[src/hdl/scg_params.svh]
`ifndef SCG_PARAMS_SVH
`define SCG_PARAMS_SVH

// Sleep mode select encodings
`define SCG_MODE_IDLE 3'h0
`define SCG_MODE_NOISE 3'h1
`define SCG_MODE_PDOWN 3'h2
`define SCG_MODE_PSAVE 3'h3
`define SCG_MODE_STBY 3'h6
`define SCG_MODE_XSTBY 3'h7

// Bit positions in the clock enable vector
`define SCG_CK_CPU 6
`define SCG_CK_FLASH 5
`define SCG_CK_IO 4
`define SCG_CK_CONV 3
`define SCG_CK_ASY 2
`define SCG_CK_MAIN 1
`define SCG_CK_TOSC 0

// Clock enable vector while reset is held: timer oscillator off
`define SCG_CK_RESET 7'h7E

// Wake timing in clock cycles
`define SCG_WAKE_STBY_CYC 6
`define SCG_WAKE_HALT_CYC 4
`define SCG_STARTUP_CYC 64

`endif

[src/hdl/scg_pkg.sv]
package scg_pkg;

    typedef enum logic [1:0] {
        SCG_RUN,
        SCG_SLEEP,
        SCG_WAKE
    } scg_state_e;

    typedef logic [6:0] scg_clk_t;

endpackage

[src/hdl/scg_sleep_ctrl.sv]
`timescale 1ns/1ps
`include "scg_params.svh"

module scg_sleep_ctrl #(
    parameter int CNT_W = 16,
    parameter logic [15:0] STARTUP_CYC = 16'(`SCG_STARTUP_CYC)
) (
    input wire logic clk,
    input wire logic rst,
    input wire logic sleep_instr,
    input wire logic sleep_enable_bit,
    input wire logic [2:0] sleep_mode_select,
    input wire logic xtal_clock_source,
    input wire logic async_timer_clock_select,
    input wire logic ext_irq_zero,
    input wire logic ext_irq_one,
    input wire logic ext_irq_two,
    input wire logic ext_irq_zero_level,
    input wire logic ext_irq_one_level,
    input wire logic two_wire_serial_match,
    input wire logic timer2_irq,
    input wire logic self_program_store_ready,
    input wire logic converter_done,
    input wire logic other_io_irq,
    input wire logic converter_enable,
    input wire logic conversion_start,
    input wire logic comparator_enable,
    input wire logic comparator_uses_ref,
    input wire logic brownout_enable_fuse,
    input wire logic watchdog_enable,
    input wire logic debug_enable_fuse,
    input wire logic scan_port_enable_fuse,
    input wire logic scan_port_disable_bit,
    input wire logic tap_shifting,
    input wire logic tap_data_out,
    output logic cpu_clock_domain,
    output logic flash_clock_domain,
    output logic io_clock_domain,
    output logic converter_clock_domain,
    output logic async_clock_domain,
    output logic main_osc_en,
    output logic timer_osc_en,
    output logic in_sleep,
    output logic converter_power,
    output logic comparator_power,
    output logic vref_power,
    output logic brownout_power,
    output logic watchdog_run,
    output logic input_buf_en,
    output logic [2:0] ext_irq_buf_en,
    output logic extended_conv,
    output logic scan_data_out,
    output logic scan_data_oe_n
);

    scg_pkg::scg_state_e st, next_st;
    logic [2:0] mode_q, next_mode_q;
    logic [CNT_W-1:0] cnt, next_cnt;
    logic [2:0] sync1, sync2, sync3, irq_filt, next_irq_filt;
    logic conv_en_q;
    logic [2:0] req_mode;
    logic scan_en, debug_keep, wake_hit, deep;
    scg_pkg::scg_clk_t ck, next_ck;
    logic next_in_sleep, next_comp_pwr, next_vref, next_buf;
    logic [2:0] next_ext_buf;
    logic next_ext_conv, next_tdo, next_tdo_oe_n;

    // Clock domains enabled for a given state and mode
    function automatic scg_pkg::scg_clk_t clk_plan(
        input scg_pkg::scg_state_e s,
        input logic [2:0] m,
        input logic as2,
        input logic keep
    );
        scg_pkg::scg_clk_t c;
        c = {6'h3F, as2};
        if (s != scg_pkg::SCG_RUN) begin
            c[`SCG_CK_CPU:`SCG_CK_FLASH] = 2'h0;
        end
        if (s == scg_pkg::SCG_SLEEP) begin
            case (m)
                `SCG_MODE_IDLE: c[`SCG_CK_IO] = 1'b1;
                `SCG_MODE_NOISE: c[`SCG_CK_IO] = 1'b0;
                `SCG_MODE_PDOWN:
                    c[`SCG_CK_IO:`SCG_CK_TOSC] = {3'h0, keep, 1'b0};
                `SCG_MODE_PSAVE:
                    c[`SCG_CK_IO:`SCG_CK_MAIN] = {2'h0, as2, keep};
                `SCG_MODE_STBY: c[`SCG_CK_IO:`SCG_CK_TOSC] = 5'h02;
                `SCG_MODE_XSTBY:
                    c[`SCG_CK_IO:`SCG_CK_MAIN] = {2'h0, as2, 1'b1};
                default: c[`SCG_CK_IO:`SCG_CK_TOSC] = 5'h00;
            endcase
        end
        return c;
    endfunction

    // External interrupt pins: three flops, change taken when two agree
    always_ff @(posedge clk or posedge rst) begin
        if (rst) begin
            sync1 <= 3'h0;
            sync2 <= 3'h0;
            sync3 <= 3'h0;
            irq_filt <= 3'h0;
        end else begin
            sync1 <= {ext_irq_two, ext_irq_one, ext_irq_zero};
            sync2 <= sync1;
            sync3 <= sync2;
            irq_filt <= next_irq_filt;
        end
    end

    genvar gi;
    generate
        for (gi = 0; gi < 3; gi++) begin : g_filt
            assign next_irq_filt[gi] = (sync2[gi] == sync3[gi]) ?
                sync2[gi] : irq_filt[gi];
        end
    endgenerate

    always_comb begin
        scan_en = scan_port_enable_fuse & ~scan_port_disable_bit;
        debug_keep = debug_enable_fuse & scan_en;
        deep = (mode_q != `SCG_MODE_IDLE);
        // Standby modes without a crystal fall back to their non-oscillator forms
        req_mode = sleep_mode_select;
        if (sleep_mode_select[2:1] == 2'h3 && !xtal_clock_source) begin
            req_mode = {1'b0, 1'b1, sleep_mode_select[0]};
        end
        wake_hit = two_wire_serial_match;
        if (!deep) begin
            wake_hit = wake_hit | (|irq_filt) | other_io_irq;
        end else begin
            wake_hit = wake_hit | irq_filt[2] |
                (irq_filt[1] & ext_irq_one_level) |
                (irq_filt[0] & ext_irq_zero_level);
        end
        if (mode_q == `SCG_MODE_IDLE || mode_q == `SCG_MODE_NOISE) begin
            wake_hit = wake_hit | timer2_irq | converter_done |
                self_program_store_ready;
        end
        if ((mode_q == `SCG_MODE_PSAVE || mode_q == `SCG_MODE_XSTBY) &&
            async_timer_clock_select) begin
            wake_hit = wake_hit | timer2_irq;
        end
    end

    always_comb begin
        next_st = st;
        next_mode_q = mode_q;
        next_cnt = cnt;
        case (st)
            scg_pkg::SCG_RUN: begin
                if (sleep_instr && sleep_enable_bit &&
                    req_mode[2:1] != 2'h2) begin
                    next_st = scg_pkg::SCG_SLEEP;
                    next_mode_q = req_mode;
                end
            end
            scg_pkg::SCG_SLEEP: begin
                if (wake_hit) begin
                    next_st = scg_pkg::SCG_WAKE;
                    if (mode_q[2]) begin
                        next_cnt = CNT_W'(`SCG_WAKE_STBY_CYC - 1);
                    end else if (!mode_q[1]) begin
                        next_cnt = CNT_W'(`SCG_WAKE_HALT_CYC - 1);
                    end else begin
                        next_cnt = CNT_W'(STARTUP_CYC) +
                            CNT_W'(`SCG_WAKE_HALT_CYC - 1);
                    end
                end
            end
            scg_pkg::SCG_WAKE: begin
                if (cnt == '0) begin
                    next_st = scg_pkg::SCG_RUN;
                end else begin
                    next_cnt = cnt - CNT_W'(1);
                end
            end
            default: next_st = scg_pkg::SCG_RUN;
        endcase
    end

    always_comb begin
        next_ck = clk_plan(next_st, next_mode_q,
            async_timer_clock_select, debug_keep);
        next_in_sleep = (next_st == scg_pkg::SCG_SLEEP);
        next_comp_pwr = comparator_enable & (!next_in_sleep ||
            next_mode_q[2:1] == 2'h0);
        next_vref = brownout_enable_fuse | converter_enable |
            (comparator_enable & comparator_uses_ref) |
            next_comp_pwr;
        next_buf = next_ck[`SCG_CK_IO] | next_ck[`SCG_CK_CONV];
        next_ext_buf = {3{next_buf}} | {1'b1, ext_irq_one_level,
            ext_irq_zero_level};
        next_ext_conv = (converter_enable & ~conv_en_q) |
            (extended_conv & ~conversion_start);
        next_tdo_oe_n = ~(scan_en & tap_shifting);
        next_tdo = scan_en & tap_shifting & tap_data_out;
    end

    always_ff @(posedge clk or posedge rst) begin
        if (rst) begin
            st <= scg_pkg::SCG_RUN;
            mode_q <= `SCG_MODE_IDLE;
            cnt <= '0;
            conv_en_q <= 1'b0;
            ck <= `SCG_CK_RESET;
            in_sleep <= 1'b0;
            converter_power <= 1'b0;
            comparator_power <= 1'b0;
            vref_power <= 1'b0;
            brownout_power <= 1'b0;
            watchdog_run <= 1'b0;
            input_buf_en <= 1'b1;
            ext_irq_buf_en <= 3'h7;
            extended_conv <= 1'b0;
            scan_data_out <= 1'b0;
            scan_data_oe_n <= 1'b1;
        end else begin
            st <= next_st;
            mode_q <= next_mode_q;
            cnt <= next_cnt;
            conv_en_q <= converter_enable;
            ck <= next_ck;
            in_sleep <= next_in_sleep;
            converter_power <= converter_enable;
            comparator_power <= next_comp_pwr;
            vref_power <= next_vref;
            brownout_power <= brownout_enable_fuse;
            watchdog_run <= watchdog_enable;
            input_buf_en <= next_buf;
            ext_irq_buf_en <= next_ext_buf;
            extended_conv <= next_ext_conv;
            scan_data_out <= next_tdo;
            scan_data_oe_n <= next_tdo_oe_n;
        end
    end

    assign cpu_clock_domain = ck[`SCG_CK_CPU];
    assign flash_clock_domain = ck[`SCG_CK_FLASH];
    assign io_clock_domain = ck[`SCG_CK_IO];
    assign converter_clock_domain = ck[`SCG_CK_CONV];
    assign async_clock_domain = ck[`SCG_CK_ASY];
    assign main_osc_en = ck[`SCG_CK_MAIN];
    assign timer_osc_en = ck[`SCG_CK_TOSC];
endmodule // scg_sleep_ctrl

[config.mk]
export PLATFORM = sky130hd
export DESIGN_NAME = scg_sleep_ctrl
export DESIGN_NICKNAME = d
export VERILOG_FILES = /design/src/hdl/scg_pkg.sv /design/src/hdl/scg_sleep_ctrl.sv
export VERILOG_INCLUDE_DIRS = /design/src /design/src/hdl
export SDC_FILE = /design/constraint.sdc
export NUM_CORES = 1
export LEC_CHECK = 0
export BUFFER_PORTS_ARGS = -buffer_cell sky130_fd_sc_hd__buf_2
export CORE_ASPECT_RATIO = 0.8
export CORE_MARGIN = 2
export CORE_UTILIZATION = 48
export CTS_CLUSTER_SIZE = 24
export DETAILED_ROUTE_END_ITERATION = 8
export PLACE_DENSITY = 0.83
export SLEW_MARGIN = 20
export SYNTH_ARGS = -nofsm -noshare
export SYNTH_HDL_FRONTEND = slang
export SYNTH_SLANG_ARGS = --single-unit
[constraint.sdc]
create_clock -name clk -period 1.85 [get_ports clk]
set_input_delay 0.555 -clock clk [delete_from_list [all_inputs] [get_ports clk]]
set_output_delay 0.555 -clock clk [all_outputs]
set_load 0.01 [all_outputs]
# Yosys cells after proc, flatten, opt, wreduce, memory -nomap -nowiden
# Index checks and enable logic that the tools add are counted.
dict set report totals {
  reg_bits 53
  out_inout_bits 20
  elab_cells 110
}
dict set report op_classes {
  addsub 1
  n_eq_ne 18
  muxes 20
  n_bitwise 29
  reduce_logical 21
}
# cell n
set ops {}
lappend ops {{16-bit 2-to-1 mux} 2}
lappend ops {{16-bit case mux with 2 select lines} 1}
lappend ops {{16-bit logical NOT} 1}
lappend ops {{16-bit by 1-bit subtractor with 16-bit output (second input constant)} 1}
lappend ops {{3-bit case mux with 5 select lines} 1}
lappend ops {{7-bit 2-to-1 mux} 2}
lappend ops {{1-bit bitwise OR} 14}
lappend ops {{1-bit AND} 10}
lappend ops {{3-bit by 2-bit == test with 1-bit output (second input constant)} 3}
lappend ops {{3-bit == test (second input constant)} 3}
lappend ops {{3-bit 2-to-1 mux} 3}
lappend ops {{2-bit 2-to-1 mux} 4}
lappend ops {{3-bit by 1-bit == test with 1-bit output (second input constant)} 2}
lappend ops {{3-bit logical NOT} 2}
lappend ops {{2-bit inequality test (second input constant)} 3}
lappend ops {{2-bit case mux with 3 select lines} 1}
lappend ops {{1-bit 2-to-1 mux} 5}
lappend ops {{5-bit 2-to-1 mux} 1}
lappend ops {{2-bit by 1-bit == test with 1-bit output (second input constant)} 2}
lappend ops {{2-bit == test (second input constant)} 2}
lappend ops {{1-bit logical AND} 4}
lappend ops {{2-bit logical NOT} 2}
lappend ops {{1-bit inverter} 4}
lappend ops {{2-bit nonzero test} 2}
lappend ops {{other kinds (9)} 14}

# Depth between registers and ports, before layout
# Gate-level depths: netlist of the first run.
dict set report depth {
  word_depth 17
  ltp_mapped 6
  ltp_nobuf 6
}

# Worst setup path after synthesis of the first run
# No wires, ideal clock.
dict set report synth_path {
  path_kind {reg2reg}
  startpoint {register cnt[0]}
  endpoint {register cnt[1]}
  setup_ns 0.126
  t_arrival_ns 1.655
  required_ns 1.724
  setup_slack_ns 0.069
  path_stages_with_launch 7
  period_less_slack_ns 1.781
  cell_sequence {dfrtp_1 inv_1 ha_1 nor3b_1 and4_4 nor2_1 o311a_1}
}
dict set report synth_via {
  elab_chain_len 3
}
# element line_no
set synth_lines {}
lappend synth_lines {{from (decl)} scg_sleep_ctrl.sv:58} ;# logic [CNT_W-1:0] cnt, next_cnt;
lappend synth_lines {{from (signal assigned)} scg_sleep_ctrl.sv:222} ;# cnt <= next_cnt;
lappend synth_lines {{16-bit by 1-bit subtractor with 16-bit output / 16-bit logical NOT (equally long branches)} {scg_sleep_ctrl.sv:176, scg_sleep_ctrl.sv:173}}
lappend synth_lines {{16-bit 2-to-1 mux / 2-bit inequality test (equally long branches)} -}
lappend synth_lines {{16-bit case mux with 2 select lines / 3-bit AND reduction (equally long branches)} -}
# Several ways; a longest one is shown, not always the timed one. The select of a mux whose other input is x is not followed.
# A chain may end at the register's enable or synchronous reset.

# Worst setup path after layout of the first run
dict set report layout_path {
  startpoint {register cnt[7]}
  endpoint {register cnt[11]}
}
# Same word-level chain as after synthesis.

==> key figures, run 1 <==
Status
  • Run status: finished clean

Setup path
  • Worst path max stage delay: 0.56 ns
  • CP max-delay cell: or4_4
  • CP Capture Type: flop
  • Critical path data required time: 2.09 ns
  • Origin of the critical flop-to-flop path: cnt[7]$_DFFE_PP0P_
  • Critical Path Source Type: flop
  • Max FO, Critical Path: 6
  • Critical path class: reg2reg
  • Critical Path AT: 2.05 ns
  • Worst path cell trace: or4_4, a211o_1, or3_1, a21oi_2
  • Worst setup path startpoint: cnt[7]$_DFFE_PP0P_

Pwr
  • Pwr/cell area: 1410 nW/um^2
  • Worst vdd ir: 0.000735 V
  • Leak pwr: 0.00130 uW

Finish
  • Design area: 2930 um^2
  • Fin cells: 343
  • Area growth syn-to-layout: 26.9%
  • Share of layout cells above drive strength 1: 38.2%
  • N_diodes: 0
  • Final Net Count: 313
  • Number of fill cells in the layout: 347

Placement
  • DP HPWL: 4040 um
  • Dpl cell area: 2800 um^2
  • RePlAce Congestion: 0.896
  • Inst Count DP: 335
  • Port Buf Inserts: 48

Yosys
  • Syn Nets: 237
  • Cells after Synth: 206
  • Predominant post-synthesis flop cell: dfrtp_1
  • Post-synth EDFFs: 0
  • Register area share after synthesis: 55.8%
  • #FFs+latches synth: 51
  • Mean Syn Cell Area: 11.2 um^2
  • Yosys warning count: 0
  • Unique masters post-synth: 60
  • Async S/R FF share, synth: 100%
  • Mapped cell area: 2310 um^2

Global routing
  • Vias in the first global route: 1916
  • Pin count of the biggest net entering global routing: 36
  • First-pass GRT wire length: 9030 um
  • Total grt overflow: 0
  • Initial antenna violation count: 0
  • GR Util All Layers: 22.7%

CTS
  • CTS tree: built
  • Setup Buffers After CTS: 0
  • Clock slew at reported path FFs: 0.09 ns
  • CTS Hold Bufs: 0
  • Clock sink count: 51
  • Inserted Clock Buffers: 5
  • H-Tree Depth: 2
  • Worst-case clock buffer depth: 2
  • Clock root buffer master: clkbuf_8
  • Worst-Skew Late Latency: 0.31 ns

Route
  • Vias per inst: 5.54
  • DRT Pass-1 Iters: 4
  • Wire per inst: 15.3 um
  • Detail Route Antenna Nets: 0
  • Initial DRC count: 122
  • Vias: 1900
  • Number of remaining DRC errors: 0
  • Routed WL: 5230 um

Floorplan
  • Die area: 5380 um^2
  • Core Region: 4600 um^2
  • Die Width: 81.5 um
  • Top Ports: 50
  • # rows: 22
  • DIE HEIGHT: 66.0 um
  • Initial Util: 50.2%

STA
  • RSZ-0062 raised after global routing: true
  • Final Hold Vio Count: 0
  • Final min period: 1.81 ns
  • Final slew viol count: 0
  • Final worst path period share: 98.0%
  • Final setup violation count: 0
  • Fmax achieved: 552 MHz
  • Skew final: 0.00816 ns

Run
  • Max Cap Viol: 0

Min path
  • Hold Path Class: in2async
==> critical path: cells and delay by family, from the launching register on <==
kind,cells,cell delay [ns]
DFF,1,0.44
AOI/OAI and AO/OA,2,0.41
and+or+nand+nor,2,0.90
==> per-layer routing <==
metal  up-vias  part of all wire (%)  GRT usage [%]
li1        916                     -              -
met1       923                    45           30.9
met2        50                    48           35.7
met3        11                   4.6           3.55
met4         0                   2.3           10.2
met5         -                     0              0
==> flip-flops by register name, indices dropped and copies added (netlist names) <==
name              flops
watchdog_run          1
mode_q                3
ck                    6
sync1                 3
cnt                  16
ext_irq_buf_en        2
scan_data_oe_n        1
in_sleep              1
sync2                 3
scan_data_out         1
vref_power            1
sync3                 3
st                    2
conv_en_q             1
extended_conv         1
brownout_power        1
irq_filt              3
comparator_power      1
input_buf_en          1
==> area by class of cell <==
class	count	area, um^2	area share [%]
sequential	51	1290	44.0
multi-input combinational	137	957	32.7
timing repair buffer	74	448	15.3
tap	60	75.1	2.56
clock buffer	6	72.6	2.48
inverter	13	48.8	1.67
clock inverter	2	37.5	1.28
==> stage by stage <==
step                      worst slack (ns)  hold slack, ns  power, uW  setup TNS, ns  util [%]
after global routing               -0.0267           0.227       4390        -0.0443      63.7
after detailed placement          -0.00809           0.338       3320       -0.00809      61.0
final                               0.0369           0.213       4110              0      63.7
after floorplan                     0.0691           0.331       2640              0         -
after CTS                           0.0379           0.214       4100              0      63.4
after global placement              0.0805           0.335       3260              0      61.0
==> synthesized netlist by cell type, types with 2 or more instances <==
master	number	area [um^2]
dfrtp_1	42	1050
a21oi_1	16	80.1
inv_1	13	48.8
dfstp_2	9	236
nor2_1	9	33.8
nand2_1	8	30.0
o21ai_0	8	40.0
nor3_1	7	35.0
o31ai_1	5	37.5
nand2b_1	4	25.0
nand3_1	4	20.0
nand4_1	4	25.0
nand4b_1	4	35.0
nor2b_1	4	25.0
o211ai_1	4	30.0
o21ai_1	4	20.0
or3_1	4	25.0
a211oi_1	3	22.5
maj3_1	3	30.0
nor4_1	3	18.8
a31oi_1	2	12.5
and2_1	2	12.5
and3_1	2	12.5
buf_4	2	15.0
clkbuf_1	2	7.51
nand3b_1	2	15.0
or2_1	2	12.5
or4_4	2	22.5
==> cells by family (layout without fill, tap and decap cells) <==
group,count (synthesis),after routing,share of synthesized area (%)
simple gates,74,74,21.0
compound gates,56,56,17.0
flops,51,51,55.8
buf+inv,18,95,3.31
fa+ha+maj,4,4,1.84
other cells,1,1,0.163
xor+xnor,1,1,0.380
mux,1,1,0.488
==> final timing paths <==
kind | end | slack [ns] | cells past startpoint
setup / recovery | cnt[11]$_DFFE_PP0P_ | 0.04 | 4
hold / removal | extended_conv$_DFF_PP0_ | 0.21 | 2
setup reg to reg | cnt[11]$_DFFE_PP0P_ | 0.04 | 4
hold reg to reg | sync2[0]$_DFF_PP0_ | 0.36 | 0
max in group asynchronous | scan_data_oe_n$_DFF_PP1_ | 1.07 | 3
min in group clk | sync1[0]$_DFF_PP0_ | 0.35 | 1
==> timing repair <==
action / CTS / global route
hold endpoints to repair: 0 / 0
gates resized for setup: 0 / 3
endpoints found under the setup margin: 0 / 7
==> where the power goes <==
group	internal (uW)	total [uW]	switching, uW
combinational	812	1690	877
clock	404	760	357
sequential	1390	1660	279
==> placed cells by master, fill, tap and decap left out, types with 5 or more instances in the layout <==
cell      netlist  layout
clkbuf_8        0       5
nand2_1         8       8
nor3_1          7       7
o31ai_1         5       5
dfrtp_1        42      41
buf_4           2      25
buf_2           1      48
nor2_1          9       9
a21oi_1        16      16
dfstp_2         9       9
inv_1          13      12
o21ai_0         8       8
Power figures use the tool's default switching activity.
==> run 2: changes to the inputs <==
--- a/config.mk
+++ b/config.mk
@@ -9,10 +9,11 @@
 export BUFFER_PORTS_ARGS = -buffer_cell sky130_fd_sc_hd__buf_2
 export CORE_ASPECT_RATIO = 0.8
 export CORE_MARGIN = 2
-export CORE_UTILIZATION = 48
+export CORE_UTILIZATION = 40
 export CTS_CLUSTER_SIZE = 24
 export DETAILED_ROUTE_END_ITERATION = 8
-export PLACE_DENSITY = 0.83
+export PLACE_DENSITY = 0.72
+export RECOVER_POWER = 25
 export SLEW_MARGIN = 20
 export SYNTH_ARGS = -nofsm -noshare
 export SYNTH_HDL_FRONTEND = slang
==> key figures, run 2 (same netlist as run 1, synthesis figures left out) <==
Route
  • Vias: 1893
  • Routed WL: 5190 um
  • DRT Pass-1 Iters: 4
  • Vias per inst: 5.23
  • Wire per inst: 14.3 um
  • Initial DRC count: 100
  • Number of remaining DRC errors: 0
  • Detail Route Antenna Nets: 0

Pwr
  • Pwr/cell area: 1360 nW/um^2
  • Worst vdd ir: 0.000925 V
  • Leak pwr: 0.00130 uW

Placement
  • RePlAce Congestion: 0.829
  • DP HPWL: 3820 um
  • Port Buf Inserts: 48

CTS
  • Clock slew at reported path FFs: 0.10 ns
  • Inserted Clock Buffers: 5
  • Worst-Skew Late Latency: 0.30 ns
  • Clock root buffer master: clkbuf_8
  • CTS Hold Bufs: 0
  • Clock sink count: 51
  • H-Tree Depth: 2
  • Worst-case clock buffer depth: 2
  • CTS tree: built

Setup path
  • CP max-delay cell: or4_4
  • Critical Path AT: 2.03 ns
  • Critical path class: reg2reg
  • R2R setup slack: 0.07 ns
  • Worst path max stage delay: 0.57 ns
  • Critical Path Source Type: flop
  • R2r endpoint: cnt[11]$_DFFE_PP0P_
  • Critical path data required time: 2.09 ns
  • CP Capture Type: flop
  • R2R depth: 4
  • Max FO, Critical Path: 4
  • Worst path cell trace: or4_4, a211o_1, or3_1, a21oi_2
  • Origin of the critical flop-to-flop path: cnt[7]$_DFFE_PP0P_

Min path
  • Worst hold path stage count: 1
  • Hold Path Class: in2reg
  • Hold Path Origin: watchdog_enable
  • Worst Hold End: watchdog_run$_DFF_PP0_

Floorplan
  • # rows: 24
  • Initial Util: 42.0%
  • Core Region: 5500 um^2
  • Die Width: 88.9 um
  • Top Ports: 50
  • DIE HEIGHT: 71.9 um
  • Die area: 6400 um^2

Run
  • Max Cap Viol: 0

Global routing
  • Pin count of the biggest net entering global routing: 23
  • Vias in the first global route: 1744
  • Initial antenna violation count: 0
  • Total grt overflow: 0
  • First-pass GRT wire length: 8140 um
  • GR Util All Layers: 16.3%

Status
  • Run status: finished clean

Finish
  • Top Registers: cnt x16, ck x6
  • Area growth syn-to-layout: 28.3%
  • Max FFs per register: 16
  • Final Net Count: 314
  • Share of layout cells above drive strength 1: 38.4%
  • Commonest non-fill, non-tap cells in the layout: buf_2 (46), dfrtp_1 (42), buf_4 (26), a21oi_1 (16), inv_1 (13)
  • N_diodes: 0
  • Biggest register: cnt
  • Commonest non-fill, non-tap cell in the layout: buf_2

STA
  • Slew @ Worst Pin: 0.815 ns
  • Fin Setup TNS: 0 ns
  • Final slew viol count: 0
  • Final setup violation count: 0
  • Skew final: 0.00528 ns
  • Fmax achieved: 560 MHz
  • Final Hold Vio Count: 0
  • Rel. slew slack: 45.6%
  • Hold slack: 0.349 ns
  • Final worst path period share: 96.5%
  • Final min period: 1.78 ns
run 2: metal layers:
layer | routed length, um | track usage [%] | part of all wire [%]
met5 | 0 | 0 | 0
met2 | 2350 | 24.5 | 45
met1 | 2510 | 24.3 | 48
met4 | 10 | 2.53 | 0.19
met3 | 312 | 4.44 | 6.0
run 2: power by group:
part	leakage (uW)	internal, uW	switching, uW
sequential	0.000610	1380	228
clock	0.0000491	279	394
combinational	0.000636	824	925
total	0.00130	2490	1550
run 2: worst max path at each step:
| stage | start | to | slack (ns) | cells after the start |
|---|---|---|---|---|
| 4_1_cts | cnt[7]$_DFFE_PP0P_ | cnt[11]$_DFFE_PP0P_ | 0.07 | 4 |
| 3_5_place_dp | timer2_irq | cnt[15]$_DFFE_PP0P_ | -0.02 | 6 |
| 3_3_place_gp | ext_irq_one_level | cnt[2]$_DFFE_PP0P_ | -0.03 | 6 |
| 6_report | cnt[7]$_DFFE_PP0P_ | cnt[11]$_DFFE_PP0P_ | 0.07 | 4 |
| 2_1_floorplan | cnt[0]$_DFFE_PP0P_ | cnt[1]$_DFFE_PP0P_ | 0.07 | 6 |
| 5_1_grt | cnt[7]$_DFFE_PP0P_ | cnt[11]$_DFFE_PP0P_ | -0.003 | 4 |
run 2: final cells by class:
| cell class | count | area [um^2] |
|---|---|---|
| Tap cell | 78 | 97.6 |
| Fill cell | 497 | 2540 |
| Clock inverter | 3 | 26.3 |
| Sequential cell | 51 | 1290 |
| Timing Repair Buffer | 75 | 453 |
| Inverter | 13 | 48.8 |
| Multi-Input combinational cell | 137 | 977 |
| Clock buffer | 5 | 68.8 |
run 2: metrics by stage:
step	cell area (um^2)	cells	util (%)	worst slack, ns	power, uW
after CTS	2920	360	53.1	0.0675	3960
after global routing	2960	362	53.8	-0.00318	4310
final	2960	362	53.8	0.0655	4030
after floorplan	2310	206	-	0.0691	2640
after detailed placement	2820	352	51.3	-0.0162	3280
after global placement	2820	352	51.3	-0.0291	3230
run 2: worst max-delay path, delay by kind of cell, from the launching register on:
| family | cells | cell delay, ns |
|---|---|---|
| flip-flops | 1 | 0.40 |
| AO/OA/AOI/OAI | 2 | 0.42 |
| AND/OR/NAND/NOR | 2 | 0.91 |
run 2: what timing repair did:
item / 4_1_cts / 5_1_grt
setup endpoints to repair: 1 / 17
gates cloned: 0 / 0
buffers inserted: 0 / 2
resized for setup: 1 / 5
pin swaps: 0 / 1
==> run 3: changes to the inputs <==
--- a/config.mk
+++ b/config.mk
@@ -7,12 +7,14 @@
 export NUM_CORES = 1
 export LEC_CHECK = 0
 export BUFFER_PORTS_ARGS = -buffer_cell sky130_fd_sc_hd__buf_2
+export CELL_PAD_IN_SITES_DETAIL_PLACEMENT = 1
+export CELL_PAD_IN_SITES_GLOBAL_PLACEMENT = 2
 export CORE_ASPECT_RATIO = 0.8
 export CORE_MARGIN = 2
-export CORE_UTILIZATION = 40
+export CORE_UTILIZATION = 31
 export CTS_CLUSTER_SIZE = 24
 export DETAILED_ROUTE_END_ITERATION = 8
-export PLACE_DENSITY = 0.72
+export PLACE_DENSITY = 0.83
 export RECOVER_POWER = 25
 export SLEW_MARGIN = 20
 export SYNTH_ARGS = -nofsm -noshare
==> key figures, run 3 (same netlist as run 1, synthesis figures left out) <==
Route
  • Vias: 1874
  • Routed WL: 5760 um
  • Wire per inst: 15.4 um
  • Initial DRC count: 95
  • Vias per inst: 5.02
  • DRT Pass-1 Iters: 4
  • Detail Route Antenna Nets: 0
  • Number of remaining DRC errors: 0

Floorplan
  • # rows: 28
  • Core Region: 7320 um^2
  • DIE HEIGHT: 81.2 um
  • Top Ports: 50
  • Die Width: 100 um
  • Initial Util: 31.5%
  • Die area: 8150 um^2

STA
  • RSZ-0062 raised after global routing: true
  • Final setup violation count: 0
  • Skew final: 0.00875 ns
  • Final slew viol count: 0
  • Slew @ Worst Pin: 1.23 ns
  • Rel. slew slack: 17.8%
  • Fin Setup TNS: 0 ns
  • Final min period: 1.81 ns
  • Final Hold Vio Count: 0
  • Hold slack: 0.346 ns
  • Fmax achieved: 552 MHz
  • Final worst path period share: 97.9%

Global routing
  • Vias in the first global route: 1882
  • First-pass GRT wire length: 9290 um
  • GR Util All Layers: 14.7%
  • Pin count of the biggest net entering global routing: 52
  • Initial antenna violation count: 0
  • Total grt overflow: 0

Setup path
  • Origin of the critical flop-to-flop path: cnt[7]$_DFFE_PP0P_
  • R2R setup slack: 0.04 ns
  • Critical Path Source Type: flop
  • Critical path data required time: 2.09 ns
  • Max FO, Critical Path: 6
  • Critical path class: reg2reg
  • R2r endpoint: cnt[11]$_DFFE_PP0P_
  • CP Capture Type: flop
  • R2R depth: 4
  • Critical Path AT: 2.05 ns

CTS
  • Inserted Clock Buffers: 5
  • Clock root buffer master: clkbuf_8
  • H-Tree Depth: 2
  • CTS tree: built
  • Clock slew at reported path FFs: 0.10 ns
  • Clock sink count: 51
  • Worst-Skew Late Latency: 0.31 ns
  • Worst-case clock buffer depth: 2

Pwr
  • Leak pwr: 0.00128 uW
  • Final Total Pwr: 4130 uW
  • Worst vdd ir: 0.000591 V
  • Pwr/cell area: 1390 nW/um^2

Finish
  • Number of fill cells in the layout: 845
  • Top Registers: cnt x16, ck x6
  • Biggest register: cnt
  • Area growth syn-to-layout: 28.7%
  • Fin cells: 373
  • Layout Utilization: 40.6%
  • Max FFs per register: 16
  • Commonest non-fill, non-tap cell in the layout: buf_2
  • Share of layout cells above drive strength 1: 38.9%
  • Final Net Count: 313
  • Commonest non-fill, non-tap cells in the layout: buf_2 (46), dfrtp_1 (42), buf_4 (25), a21oi_1 (16), inv_1 (12)
  • N_diodes: 0

Min path
  • Hold Path Origin: ext_irq_zero
  • Worst hold path stage count: 1
  • Hold Path Class: in2reg
  • Worst Hold End: sync1[0]$_DFF_PP0_

Placement
  • RePlAce Congestion: 0.813
  • Port Buf Inserts: 48
  • Inst Count DP: 362
  • DP HPWL: 4330 um

Status
  • Run status: finished clean

Run
  • Max Cap Viol: 0
run 3: cell types whose count changed in the layout (fill, tap and decap cells not counted), sizes merged:
| cell | delta |
|---|---|
| buf | -2 |
| clkbuf | +1 |
| clkinvlp | +1 |
| inv | -1 |
run 3: cell type report:
class,count,area (um^2),area share (%)
multi-input cells,137,993,33.5
well taps,90,113,3.79
repair buffers,74,430,14.5
inverters,13,48.8,1.64
clock inverters,3,27.5,0.927
clock buffers,5,68.8,2.32
flip-flops and latches,51,1290,43.4
run 3: worst max path at each step:
stage,slack (ns),startpoint,endpoint
2_1_floorplan,0.07,cnt[0]$_DFFE_PP0P_,cnt[1]$_DFFE_PP0P_
6_report,0.04,cnt[7]$_DFFE_PP0P_,cnt[11]$_DFFE_PP0P_
3_3_place_gp,-0.006,ext_irq_one_level,ck[1]$_DFF_PP1_
3_5_place_dp,-0.07,ext_irq_one_level,cnt[1]$_DFFE_PP0P_
4_1_cts,0.002,cnt[7]$_DFFE_PP0P_,cnt[11]$_DFFE_PP0P_
5_1_grt,-0.04,cnt[7]$_DFFE_PP0P_,cnt[11]$_DFFE_PP0P_
run 3: layer usage:
layer / track usage (%) / share of wire (%)
met2: 22.8 / 46
met5: 0 / 0
met3: 3.01 / 2.9
met1: 20.6 / 50
met4: 4.52 / 0.71
run 3: power breakdown:
group | total [uW] | switching, uW | internal [uW]
clock network | 674 | 396 | 278
logic | 1790 | 944 | 843
registers | 1660 | 281 | 1380
total | 4130 | 1620 | 2510
run 3: stage by stage:
stage	setup slack (ns)	cell area, um^2
after CTS	0.00150	2920
after global placement	-0.00637	2820
after global routing	-0.0394	2970
final	0.0396	2970
after detailed placement	-0.0712	2820
after floorplan	0.0691	2310
run 3: repair_timing:
action / 4_1_cts / 5_1_grt
setup endpoints to repair: 2 / 19
pin swaps: 1 / 5
resized for setup: 1 / 8
setup buffers: 0 / 3
hold buffers: 0 / 0
run 3: critical path: stages, from the launching register on:
cell	delay, ns
dfrtp_1	0.44
or4_4	0.54
a211o_1	0.30
or3_4	0.34
a21oi_2	0.13
